===== src/core/snd_pkg.sv =====
// Purpose: shared constants for the one-shot and melody sound generator
// Assumes: 25 MHz system clock, 32768 Hz nominal sound clock
// Notes: byte offsets on a 32-bit AXI4-Lite register bus
package snd_pkg;
    localparam int ADDR_W = 8;
    // register byte offsets
    localparam logic [ADDR_W-1:0] OFF_CLK = 8'h00;
    localparam logic [ADDR_W-1:0] OFF_SEL = 8'h04;
    localparam logic [ADDR_W-1:0] OFF_CTL = 8'h08;
    localparam logic [ADDR_W-1:0] OFF_BUF = 8'h0C;
    localparam logic [ADDR_W-1:0] OFF_FLAG = 8'h10;
    localparam logic [ADDR_W-1:0] OFF_INTEN = 8'h14;
    // field positions
    localparam int CLK_DEBUG_RUN_BIT = 8;
    localparam int CLK_DIV_LSB = 4;
    localparam int CLK_SRC_LSB = 0;
    localparam int SEL_TEMPO_DURATION_SEL_LSB = 8;
    localparam int SEL_MODE_LSB = 0;
    localparam int CTL_STOP_BIT = 8;
    localparam int CTL_EN_BIT = 0;
    localparam int BUF_TIE_BIT = 15;
    localparam int BUF_REST_BIT = 14;
    localparam int BUF_LEN_LSB = 8;
    localparam int BUF_FRQ_LSB = 0;
    localparam int FLG_EMPTY_BIT = 0;
    localparam int FLG_DONE_BIT = 1;
    localparam int FLG_BUSY_BIT = 2;
    localparam int LANE_LO = 0;
    localparam int LANE_HI = 1;
    // output modes
    localparam logic [1:0] MODE_ONESHOT = 2'h1;
    localparam logic [1:0] MODE_MELODY = 2'h2;
    // divider: select above this runs at 1/1
    localparam logic [2:0] DIV_MAX_SEL = 3'h5;
    // one tempo/duration step is (selector+1)*512 sound ticks
    localparam int UNIT_SHIFT = 9;
    localparam logic [UNIT_SHIFT-1:0] UNIT_LOW = 9'h1FF;
    // sound ticks of silence before an untied note
    localparam logic [4:0] GAP_DEF = 5'h10;
    // source clock derived from the system clock
    localparam int SYS_HZ = 25_000_000;
    localparam int SND_HZ = 32768;
    localparam int SRC_DIV_DEF = SYS_HZ / SND_HZ;
    localparam logic [1:0] RESP_OKAY = 2'h0;
    localparam logic [1:0] RESP_SLVERR = 2'h2;
    typedef enum logic [1:0] {
        ST_IDLE = 2'b01,
        ST_PLAY = 2'b10
    } snd_state_e;
endpackage


===== src/core/snd_clkgen.sv =====
// Purpose: sound clock enable with divider and debug gating
// Assumes: debug_mode comes from another domain
// Notes: emits a one-cycle tick per sound clock period
`timescale 1ns/1ns
module snd_clkgen
    import snd_pkg::*;
#(
    parameter int SRC_DIV = SRC_DIV_DEF
) (
    // clock and reset
    input wire logic clock,
    input wire logic nrst,
    // control
    input wire logic enable,
    input wire logic debug_run,
    input wire logic debug_mode,
    input wire logic [2:0] div_sel,
    // tick
    output logic snd_tick
);
    localparam int SRC_W = $clog2(SRC_DIV + 1);

    typedef struct packed {
        logic dbg_meta;
        logic dbg_sync;
        logic [SRC_W-1:0] src_cnt;
        logic [6:0] div_cnt;
        logic tick;
    } snd_clk_s;

    snd_clk_s s;
    snd_clk_s n;
    logic src_tick;
    logic run;
    logic [6:0] mask;

    assign src_tick = s.src_cnt == SRC_W'(SRC_DIV - 1);
    assign run = enable & (debug_run | ~s.dbg_sync);
    // 1/4 .. 1/128, anything above the last select passes every source tick
    assign mask = (div_sel > DIV_MAX_SEL) ? '0 : ({7{1'b1}} >> (DIV_MAX_SEL - div_sel));

    always_comb begin
        n = s;
        n.dbg_meta = debug_mode;
        n.dbg_sync = s.dbg_meta;
        n.tick = 1'b0;
        if (run) begin
            n.src_cnt = src_tick ? '0 : s.src_cnt + SRC_W'(1);
            if (src_tick) begin
                n.div_cnt = s.div_cnt + 7'h01;
                n.tick = (s.div_cnt & mask) == mask;
            end
        end
    end

    always_ff @(posedge clock or negedge nrst) begin
        if (!nrst) begin
            s <= '0;
        end else begin
            s <= n;
        end
    end

    assign snd_tick = s.tick;
endmodule


===== src/core/snd_tone.sv =====
// Purpose: tone waveform from period and high-time counts
// Assumes: tick is a one-cycle sound clock enable
// Notes: period is period_last+1 ticks, high for high_last+1 ticks
`timescale 1ns/1ns
module snd_tone
    import snd_pkg::*;
(
    // clock and reset
    input wire logic clock,
    input wire logic nrst,
    // control
    input wire logic tick,
    input wire logic restart,
    input wire logic [7:0] period_last,
    input wire logic [7:0] high_last,
    // waveform
    output logic wave
);
    typedef struct packed {
        logic [7:0] cnt;
        logic wave;
    } snd_tone_s;

    snd_tone_s s;
    snd_tone_s n;

    always_comb begin
        logic [7:0] cnt_nx;
        cnt_nx = '0;
        n = s;
        if (restart) begin
            n.cnt = '0;
            n.wave = 1'b1;
        end else if (tick) begin
            cnt_nx = (s.cnt >= period_last) ? '0 : s.cnt + 8'h01;
            n.cnt = cnt_nx;
            n.wave = cnt_nx <= high_last;
        end
    end

    always_ff @(posedge clock or negedge nrst) begin
        if (!nrst) begin
            s <= '0;
        end else begin
            s <= n;
        end
    end

    assign wave = s.wave;
endmodule


===== src/core/snd_top.sv =====
// Purpose: one-shot buzzer and melody sound generator with AXI4-Lite registers
// Assumes: single 25 MHz clock, buzzer on buzzer_out, debug_mode is a pin
// Notes: flag and control bits in registers at fixed byte offsets
//
// What this block does
// - one-shot burst uses length field as duty, tone divider as frequency.
// - writing the buffer in one-shot mode clears empty flag and starts output.
// - one-shot load moves buffer to sound register on sound clock, sets empty and busy.
// - one-shot output stops after duration, setting done and clearing busy together.
// - melody loads buffered word on tempo trigger, sets empty and busy, plays it.
// - melody with no new word at next trigger ends, sets done, clears busy.
// - rest select 0 sounds a note, 1 gives a silent rest of equal length.
// - length field gives note length in thirty-second steps of the tempo.
// - tie bit set plays previous and current note with no break.
// - tone frequency is the sound clock over tone divider plus one.
// - empty flag set on load or stop request, cleared by buffer write.
// - done flag set when output finishes, cleared by writing one or buffer write.
// - interrupt is registered: high only in the cycle after a flag and its enable are both set.
// - debug run bit keeps the sound clock running in debug mode.
// - three-bit divider select picks the sound clock division ratio.
// - writing one to stop request ends any one-shot or melody output.
// - tempo/duration selector sets melody tempo or one-shot burst length.
//
// Decided for this implementation: the register addresses and the AXI4-Lite interface to the registers.
`timescale 1ns/1ns
module snd_top
    import snd_pkg::*;
#(
    parameter int SRC_DIV = SRC_DIV_DEF,
    parameter logic [4:0] GAP_TICKS = GAP_DEF
) (
    // clock and reset
    input wire logic clock,
    input wire logic nrst,
    // debug state of the system
    input wire logic debug_mode,
    // axi4-lite write address
    input wire logic [ADDR_W-1:0] s_axi_awaddr,
    input wire logic s_axi_awvalid,
    output logic s_axi_awready,
    // axi4-lite write data
    input wire logic [31:0] s_axi_wdata,
    input wire logic [3:0] s_axi_wstrb,
    input wire logic s_axi_wvalid,
    output logic s_axi_wready,
    // axi4-lite write response
    output logic [1:0] s_axi_bresp,
    output logic s_axi_bvalid,
    input wire logic s_axi_bready,
    // axi4-lite read address
    input wire logic [ADDR_W-1:0] s_axi_araddr,
    input wire logic s_axi_arvalid,
    output logic s_axi_arready,
    // axi4-lite read data
    output logic [31:0] s_axi_rdata,
    output logic [1:0] s_axi_rresp,
    output logic s_axi_rvalid,
    input wire logic s_axi_rready,
    // sound output and interrupt
    output logic buzzer_out,
    output logic irq
);
    typedef struct packed {
        logic awready;
        logic wready;
        logic aw_ok;
        logic w_ok;
        logic [ADDR_W-1:0] waddr;
        logic [31:0] wdata;
        logic [3:0] wstrb;
        logic bvalid;
        logic [1:0] bresp;
        logic arready;
        logic rvalid;
        logic [31:0] rdata;
        logic [1:0] rresp;
        logic dbg_run;
        logic [2:0] clk_div;
        logic [1:0] clk_src;
        logic [3:0] tempo_duration_sel;
        logic [1:0] mode;
        logic enable;
        logic [15:0] buf_word;
        logic buf_full;
        logic empty_f;
        logic done_f;
        logic en_empty;
        logic en_done;
        logic [15:0] cur;
        snd_state_e state;
        logic [UNIT_SHIFT+3:0] unit_cnt;
        logic [5:0] len_cnt;
        logic [4:0] gap_cnt;
        logic irq;
        logic out;
    } snd_top_s;

    snd_top_s s;
    snd_top_s n;

    logic snd_tick;
    logic wave;
    logic busy;
    logic oneshot;
    logic melody;
    logic wr_go;
    logic wr_map;
    logic wr_clk;
    logic wr_sel;
    logic wr_ctl;
    logic wr_buf;
    logic wr_flag;
    logic wr_inten;
    logic lane_lo;
    logic lane_hi;
    logic stop_req;
    logic done_clr;
    logic unit_end;
    logic trig;
    logic load;
    logic finish;
    logic tie_in;
    logic rest_on;
    logic restart;
    logic [5:0] cur_len;
    logic [7:0] cur_frq;
    logic [7:0] high_last;

    snd_clkgen #(
        .SRC_DIV(SRC_DIV)
    ) u_clkgen (
        .clock(clock),
        .nrst(nrst),
        .enable(s.enable),
        .debug_run(s.dbg_run),
        .debug_mode(debug_mode),
        .div_sel(s.clk_div),
        .snd_tick(snd_tick)
    );

    snd_tone u_tone (
        .clock(clock),
        .nrst(nrst),
        .tick(snd_tick),
        .restart(restart),
        .period_last(cur_frq),
        .high_last(high_last),
        .wave(wave)
    );

    // register write decode
    assign wr_go = s.aw_ok & s.w_ok & ~s.bvalid;
    assign wr_clk = wr_go & (s.waddr == OFF_CLK);
    assign wr_sel = wr_go & (s.waddr == OFF_SEL);
    assign wr_ctl = wr_go & (s.waddr == OFF_CTL);
    assign wr_buf = wr_go & (s.waddr == OFF_BUF);
    assign wr_flag = wr_go & (s.waddr == OFF_FLAG);
    assign wr_inten = wr_go & (s.waddr == OFF_INTEN);
    assign wr_map = wr_clk | wr_sel | wr_ctl | wr_buf | wr_flag | wr_inten;
    assign lane_lo = s.wstrb[LANE_LO];
    assign lane_hi = s.wstrb[LANE_HI];
    assign stop_req = wr_ctl & lane_hi & s.wdata[CTL_STOP_BIT];
    assign done_clr = wr_buf | (wr_flag & lane_lo & s.wdata[FLG_DONE_BIT]);

    // sequencing
    assign busy = s.state == ST_PLAY;
    assign oneshot = s.mode == MODE_ONESHOT;
    assign melody = s.mode == MODE_MELODY;
    assign cur_len = s.cur[BUF_LEN_LSB +: 6];
    assign cur_frq = s.cur[BUF_FRQ_LSB +: 8];
    assign tie_in = s.buf_word[BUF_TIE_BIT];
    assign rest_on = melody & s.cur[BUF_REST_BIT];
    // one step is (selector+1)*512 ticks: burst length or a thirty-second note
    assign unit_end = snd_tick & (s.unit_cnt == {s.tempo_duration_sel, UNIT_LOW});
    assign trig = busy & unit_end & (~melody | (s.len_cnt == cur_len));
    // no load in a cycle that writes the buffer, so the new word is never lost
    assign load = snd_tick & s.buf_full & ~wr_buf & ~stop_req & (oneshot | melody)
                  & (~busy | oneshot | trig);
    assign finish = trig & ~load;
    assign restart = load & ~(busy & melody & tie_in);
    // melody notes keep a square wave, the duty field is their length
    assign high_last = oneshot ? {2'b00, cur_len} : {1'b0, cur_frq[7:1]};

    always_comb begin
        logic [31:0] rd;
        logic rd_hit;
        rd = '0;
        rd_hit = 1'b1;
        n = s;

        // write channel
        if (s_axi_awvalid & s.awready) begin
            n.aw_ok = 1'b1;
            n.waddr = s_axi_awaddr;
        end
        if (s_axi_wvalid & s.wready) begin
            n.w_ok = 1'b1;
            n.wdata = s_axi_wdata;
            n.wstrb = s_axi_wstrb;
        end
        if (wr_go) begin
            n.aw_ok = 1'b0;
            n.w_ok = 1'b0;
            n.bvalid = 1'b1;
            n.bresp = wr_map ? RESP_OKAY : RESP_SLVERR;
        end else if (s.bvalid & s_axi_bready) begin
            n.bvalid = 1'b0;
        end
        n.awready = ~n.aw_ok & ~n.bvalid;
        n.wready = ~n.w_ok & ~n.bvalid;

        // register stores; clock control is locked while enabled
        if (wr_clk & ~s.enable) begin
            if (lane_hi) begin
                n.dbg_run = s.wdata[CLK_DEBUG_RUN_BIT];
            end
            if (lane_lo) begin
                n.clk_div = s.wdata[CLK_DIV_LSB +: 3];
                n.clk_src = s.wdata[CLK_SRC_LSB +: 2];
            end
        end
        if (wr_sel) begin
            if (lane_hi) begin
                n.tempo_duration_sel = s.wdata[SEL_TEMPO_DURATION_SEL_LSB +: 4];
            end
            if (lane_lo) begin
                n.mode = s.wdata[SEL_MODE_LSB +: 2];
            end
        end
        if (wr_ctl & lane_lo) begin
            n.enable = s.wdata[CTL_EN_BIT];
        end
        if (wr_inten & lane_lo) begin
            n.en_empty = s.wdata[FLG_EMPTY_BIT];
            n.en_done = s.wdata[FLG_DONE_BIT];
        end
        if (wr_buf) begin
            if (lane_hi) begin
                n.buf_word[15:8] = s.wdata[15:8];
            end
            if (lane_lo) begin
                n.buf_word[7:0] = s.wdata[7:0];
            end
            n.buf_full = 1'b1;
        end

        // sound sequencing
        if (load) begin
            n.cur = s.buf_word;
            n.buf_full = 1'b0;
            n.state = ST_PLAY;
            n.unit_cnt = '0;
            n.len_cnt = '0;
            n.gap_cnt = (melody & ~(busy & tie_in)) ? GAP_TICKS : '0;
        end else if (busy & snd_tick) begin
            if (finish) begin
                n.state = ST_IDLE;
            end
            if (unit_end) begin
                n.unit_cnt = '0;
                n.len_cnt = s.len_cnt + 6'h01;
            end else begin
                n.unit_cnt = s.unit_cnt + 13'h0001;
            end
            if (s.gap_cnt != '0) begin
                n.gap_cnt = s.gap_cnt - 5'h01;
            end
        end
        if (stop_req) begin
            n.state = ST_IDLE;
            n.buf_full = 1'b0;
        end

        // flags: a set in the same cycle beats a clear
        n.empty_f = load | stop_req | (s.empty_f & ~wr_buf);
        n.done_f = finish | (stop_req & busy) | (s.done_f & ~done_clr);
        n.irq = (s.empty_f & s.en_empty) | (s.done_f & s.en_done);
        // rests keep timing but never drive the buzzer
        n.out = busy & s.enable & ~rest_on & (s.gap_cnt == '0) & wave & ~stop_req;

        // read channel
        case (s_axi_araddr)
            OFF_CLK: begin
                rd[CLK_DEBUG_RUN_BIT] = s.dbg_run;
                rd[CLK_DIV_LSB +: 3] = s.clk_div;
                rd[CLK_SRC_LSB +: 2] = s.clk_src;
            end
            OFF_SEL: begin
                rd[SEL_TEMPO_DURATION_SEL_LSB +: 4] = s.tempo_duration_sel;
                rd[SEL_MODE_LSB +: 2] = s.mode;
            end
            OFF_CTL: begin
                rd[CTL_EN_BIT] = s.enable;
            end
            OFF_BUF: begin
                rd[15:0] = s.buf_word;
            end
            OFF_FLAG: begin
                rd[FLG_EMPTY_BIT] = s.empty_f;
                rd[FLG_DONE_BIT] = s.done_f;
                rd[FLG_BUSY_BIT] = busy;
            end
            OFF_INTEN: begin
                rd[FLG_EMPTY_BIT] = s.en_empty;
                rd[FLG_DONE_BIT] = s.en_done;
            end
            default: begin
                rd_hit = 1'b0;
            end
        endcase
        if (s_axi_arvalid & s.arready) begin
            n.rvalid = 1'b1;
            n.rdata = rd;
            n.rresp = rd_hit ? RESP_OKAY : RESP_SLVERR;
        end else if (s.rvalid & s_axi_rready) begin
            n.rvalid = 1'b0;
        end
        n.arready = ~n.rvalid;
    end

    always_ff @(posedge clock or negedge nrst) begin
        if (!nrst) begin
            s <= '0;
            s.state <= ST_IDLE;
        end else begin
            s <= n;
        end
    end

    assign s_axi_awready = s.awready;
    assign s_axi_wready = s.wready;
    assign s_axi_bvalid = s.bvalid;
    assign s_axi_bresp = s.bresp;
    assign s_axi_arready = s.arready;
    assign s_axi_rvalid = s.rvalid;
    assign s_axi_rdata = s.rdata;
    assign s_axi_rresp = s.rresp;
    assign buzzer_out = s.out;
    assign irq = s.irq;
endmodule


===== config.mk =====
export PLATFORM = sky130hd
export DESIGN_NAME = snd_top
export DESIGN_NICKNAME = d
export VERILOG_FILES = /design/src/core/snd_pkg.sv /design/src/core/snd_clkgen.sv /design/src/core/snd_tone.sv /design/src/core/snd_top.sv
export SDC_FILE = /design/constraint.sdc
export NUM_CORES = 1
export LEC_CHECK = 0
export ABC_AREA = 1
export ABC_CLOCK_PERIOD_IN_PS = 7150
export BUFFER_PORTS_ARGS = -buffer_cell sky130_fd_sc_hd__clkbuf_2
export CAP_MARGIN = 20
export CORE_UTILIZATION = 60
export DETAILED_ROUTE_END_ITERATION = 6
export GPL_ROUTABILITY_DRIVEN = 0
export PLACE_DENSITY = 0.82
export SKIP_CTS_REPAIR_TIMING = 1
export SLEW_MARGIN = 10
export SYNTH_ARGS = -nofsm -noshare
export SYNTH_HDL_FRONTEND = slang
export SYNTH_SLANG_ARGS = --single-unit
export TNS_END_PERCENT = 100

===== constraint.sdc =====
create_clock -name clock -period 7.15 [get_ports clock]
set_input_delay 0.715 -clock clock [delete_from_list [all_inputs] [get_ports clock]]
set_output_delay 0.715 -clock clock [all_outputs]
set_load 0.005 [all_outputs]

# After elaboration in Yosys (flattened, before gate mapping)
# Index checks and enable logic that the tools add are counted.
[word_totals]
regBits = 159
input_bits = 60
elab_cells = 210
[op_classes]
add_sub_neg = 7
n_lt_le_gt_ge = 3
n_eq_ne = 17
shifts = 1
mux = 38
bitwise = 82
reduce_logical = 22
[op_table]
columns = ["cell", "count"]
rows = [
  ["two-way mux 26 bit", 2],
  ["bitwise AND 1 bit", 49],
  ["equality test 8 x 4 -> 1 bit, second input constant", 4],
  ["equality test 8 x 5 -> 1 bit, second input constant", 4],
  ["AND reduction 2 bit", 10],
  ["two-way mux 9 bit", 2],
  ["equality test 8 x 3 -> 1 bit, second input constant", 2],
  ["zero test 8 bit", 2],
  ["inverter 1 bit", 16],
  ["bitwise OR 1 bit", 16],
  ["two-way mux 1 bit", 14],
  ["two-way mux 7 bit", 2],
  ["adder 13 x 1 -> 13 bit, second input constant", 1],
  ["equality test 13 bit", 1],
  ["two-way mux 13 bit", 1],
  ["case mux 3 bit (2 select lines)", 2],
  ["adder 10 x 1 -> 10 bit, second input constant", 1],
  ["equality test 10 bit, second input constant", 1],
  ["two-way mux 10 bit", 1],
  ["two-way mux 2 bit", 5],
  ["two-way mux 5 bit", 2],
  ["nonzero test 3 bit", 3],
  ["adder 8 x 1 -> 8 bit, second input constant", 1],
  ["greater-or-equal comparator 8 bit", 1],
  ["23 further kinds", 27],
]

# Depth between registers and ports, before layout
[depth]
ltp_word = 15
mapped_depth = 20
ltp_nobuf = 20

# Cells and area by module
# From an unflattened synthesis, not the netlist that was laid out.
[unflattened]
cells_unflattened = 1061
hier_area_um2 = 8643.3
[by_module_without_submodules]
columns = ["mod", "n_inst", "cells_each", "area_per_inst_um2", "seq_area_each_um2"]
rows = [
  ["snd_top", 1, 753, 6388.6, 3204.3],
  ["snd_clkgen", 1, 159, 1262.5, 500.5],
  ["snd_tone", 1, 149, 992.2, 225.2],
]

# Worst setup path before layout
# OpenSTA, ideal clock, no wires.
[synth_path]
path_type = "reg-to-reg"
start = "reg u_tone.s[8] in the netlist's numbering"
end = "reg u_tone.s (netlist bit u_tone.wave)"
setup_time_ns = 0.126
arrival_ns = 2.176
required_time_ns = 7.024
slack_ns = 4.847
path_stages_with_launch = 19
path_buffers = 0
synth_period_minus_slack_ns = 2.303
path_cell_list = "dfrtp_1 ha_1 nand2_1 nor2_1 nand4_1 nand3_1 nor2_1 o21ai_0 inv_1 ha_1 nand2_1 o21ai_0 nand2_1 nand2_1 nand2_1 nand2_1 nand2_1 nand3b_1 nand3_1"
[synth_between]
elab_chain_len = 5
elab_cells_between_ends = 6
classes_between = "add/sub (1); order compare (2); mux (3)"
[synth_rtl]
columns = ["element", "line", "source"]
rows = [
  ["start: declaration", "snd_tone.sv:24", "snd_tone_s s;"],
  ["start signal: assignment", "snd_tone.sv:45", "s <= n;"],
  ["adder 8 x 1 -> 8 bit or greater-or-equal comparator 8 bit (tied branches)", "snd_tone.sv:35", "cnt_nx = (s.cnt >= period_last) ? '0 : s.cnt + 8'h01;"],
  ["two-way mux 8 bit (*)", "snd_tone.sv:35", ""],
  ["<= comparator 8 x 7 -> 1 bit (*)", "snd_tone.sv:37", "n.wave = cnt_nx <= high_last;"],
  ["two-way mux 9 bit (*)", "snd_tone.sv:34", "end else if (tick) begin"],
  ["two-way mux 9 bit (*)", "snd_tone.sv:31", "if (restart) begin"],
]
# Mark *: on every way between the ends. The rest lies on a longest branch, timed or not. The select of a mux whose other input is x is not followed.
# A chain may end at the register's enable or synchronous reset.

# Worst setup path after layout
[layout_path]
start = "reg u_tone.s[6] in the netlist's numbering"
end = "reg u_tone.s (netlist bit u_tone.wave)"
# The elaborated chain is that of the path after synthesis.

==> results.json <==
{
  "synth-warning-count": 0,
  "powerDensity_nw_per_um2": 274.1,
  "start_util": 0.6165,
  "path_class": "reg -> reg",
  "p_leak_nw": 4.543,
  "synth.distinct_cells": 49,
  "finalCriticalPeriod_ps": 2729,
  "setup_viol": 0,
  "grt_pass1_wl_um": 29750,
  "tns_ps": 0,
  "ys_ff_latch": 157,
  "drtPass1Iterations": 5,
  "synthArstFlopShare": 1.000,
  "place_inst": 1186,
  "cts_buffers": 17,
  "die_width_um": 118.9,
  "first_global_vias": 6146,
  "dp_hpwl_um": 12200,
  "yosys.area.top_type": "dfrtp_1",
  "synthTopCellsByArea": "dfrtp_1 48%, nand2_1 9.8%, inv_1 6.1%",
  "clk_pin_slew_ps": 60,
  "cap_violations": 0,
  "finalHoldViolations": 0,
  "die_y_um": 118.9,
  "insertedDiodeCount": 0,
  "synth_ff_type": "dfrtp_1",
  "max_stage_delay_ps": 460,
  "ys_seq_area_frac": 0.4795,
  "die_area_um2": 14130,
  "syn_to_final_growth_pct": 10.76,
  "core_um2": 13300,
  "required_ps": 7470,
  "finalCritPeriodShare": 0.3816,
  "io_pins": 103,
  "overflow": 0,
  "syn_area_um2": 8197,
  "crit_arrival_ps": 3050,
  "cts.sinks": 157,
  "vias_per_cell": 5.440,
  "status": "finished clean",
  "synth_area_per_cell_um2": 8.313,
  "cp-start-kind": "flop",
  "vias": 6631,
  "path_buf_inv": 1,
  "grt_usage": 0.2691,
  "cts_tree": "built",
  "drt-total-wl_um": 17900,
  "critical-path-top-delay-family": "simple AND/OR/NAND/NOR gates",
  "cts-htree-levels": 4,
  "finalNonFillerCells": 1219,
  "syn-instance-count": 986,
  "drc": 0,
  "skew_ps": 20.05,
  "yosys.area.top_type_share": 0.4763,
  "tightest_slew_ps": 860.0,
  "row_count": 42,
  "detail_route.iter0.violations": 484,
  "crit_path_frequent_cell": "nand2_1",
  "crit_chain": "ha_1 > nand2_1 > nor2_1 > nand4_1 > nand3_1 > nor2_1 > o21ai_0 > inv_1 > ha_1 > nand2_1 > o21ai_0 > nand2_1 > nand2_1 > nand2_1 > nand2_1 > nand2_1 > nand3b_1 > nand3_1",
  "clock_path_buffers": 2,
  "end_kind": "flop",
  "timing.hold.ws_ps": 292.3,
  "insertion_delay_ps": 440,
  "antenna_found_initial": 0,
  "ir_drop_mv": 0.2904,
  "critPathSlowestCell": "dfrtp_1",
  "portBuffers": 66,
  "ant_nets": 0,
  "max_clock_freq_mhz": 366.5,
  "power_mw": 2.488,
  "final_max_slew_viol_count": 0,
  "layout-drive-gt1-share": 0.1198,
  "cp_max_fo": 8,
  "wl_per_cell_um": 14.68,
  "worst_hold_path_type": "in -> async",
  "maxSlewHeadroom": 0.4250,
  "synth_edf_count": 0,
  "layout_commonest_cell": "nand2_1",
  "cts_root_buf": "clkbuf_16",
  "rsz0062_at_grt": "no",
  "layout.cells.most_common_list": "213 x nand2_1, 156 x dfrtp_1, 133 x inv_1",
  "fin_nets": 1117,
  "grt_max_degree": 85
}
## kinds of logic after synthesis
| logic type | share of synthesized area |
|---|---|
| adders and majority gates | 0.04121 |
| and+or+nand+nor | 0.2224 |
| buffers and inverters | 0.1119 |
| other | 0.0004575 |
| muxes | 0.002595 |
| xor gates and xnor gates | 0.03206 |
| AOI/OAI and AO/OA | 0.1099 |
| DFF | 0.4795 |
## per-stage QoR
stage	utilization	setup WS, ps	cell area [um2]
2_1_floorplan	-	4847	8260
3_3_place_gp	0.6346	4488	8437
6_report	0.6829	4421	9079
4_1_cts	0.6808	4436	9051
3_5_place_dp	0.6346	4502	8437
5_1_grt	0.6829	4107	9079
## worst reg2reg max path, cell delays in order (launching register included)
cell and delay, ps:
dfrtp_1 460, ha_1 320, nand2_1 60, nor2_1 120, nand4_1 110, nand3_1 280, nor2_1 60, o21ai_0 160
inv_1 90, ha_1 310, nand2_1 60, o21ai_0 150, nand2_1 70, nand2_1 60, nand2_1 40, nand2_1 50
nand2_1 50, nand3b_1 70, nand3_1 80
## area by class of cell
cell class / count / area [um2]
clock inverters: 13 / 161.4
repair buffers: 69 / 379.1
flip-flops and latches: 157 / 3930
clock buffers: 19 / 452.9
multi-input cells: 646 / 3413
well taps: 176 / 220.2
fillers: 1021 / 4217
inverters: 139 / 521.8
## report_power, final
| part | total [mW] | leakage [nW] | switching [mW] | internal (mW) |
|---|---|---|---|---|
| combinational | 0.431 | 2.14 | 0.292 | 0.139 |
| clock | 0.939 | 0.304 | 0.371 | 0.569 |
| sequential | 1.12 | 2.10 | 0.0902 | 1.03 |
| total | 2.49 | 4.54 | 0.752 | 1.74 |
## synthesized netlist by cell type, drive strengths merged (6+ instances only)
master    n
a21oi    29
buf      47
clkbuf   14
dfrtp   156
ha       27
inv     136
nand2   218
nand3    55
nand4    28
nor2     74
nor3     23
o211ai    7
o21a      9
o21ai    87
o221ai    7
xnor2     6
xor2     24
## metal layers
metal,GRT usage,part of all wire,vias up
li1,-,-,3242
met1,0.3629,0.45,3171
met2,0.4346,0.48,193
met3,0.05699,0.052,25
met4,0.09019,0.018,0
met5,0,0,-
## state kept, by name, summed over array words and instances, names as in the netlist, 6 cells and up
register     count
u_clkgen.s      18
u_tone.s         8
cur_len          6
s               87
cur_frq          8
s_axi_rdata     16
## final timing paths
path,startpoint,endpoint,slack (ps),cells past startpoint
setup / recovery,u_tone.s[6],u_tone.wave,4420,18
hold / removal,nrst,u_tone.s[3],290,1
setup reg to reg,u_tone.s[6],u_tone.wave,4420,18
hold reg to reg,u_clkgen.n[18],u_clkgen.s[18],360,0
max in group asynchronous,nrst,u_clkgen.s[16],5740,3
min in group clock,u_clkgen.n[18],u_clkgen.s[18],360,0
(Power assumes the default switching activity.)
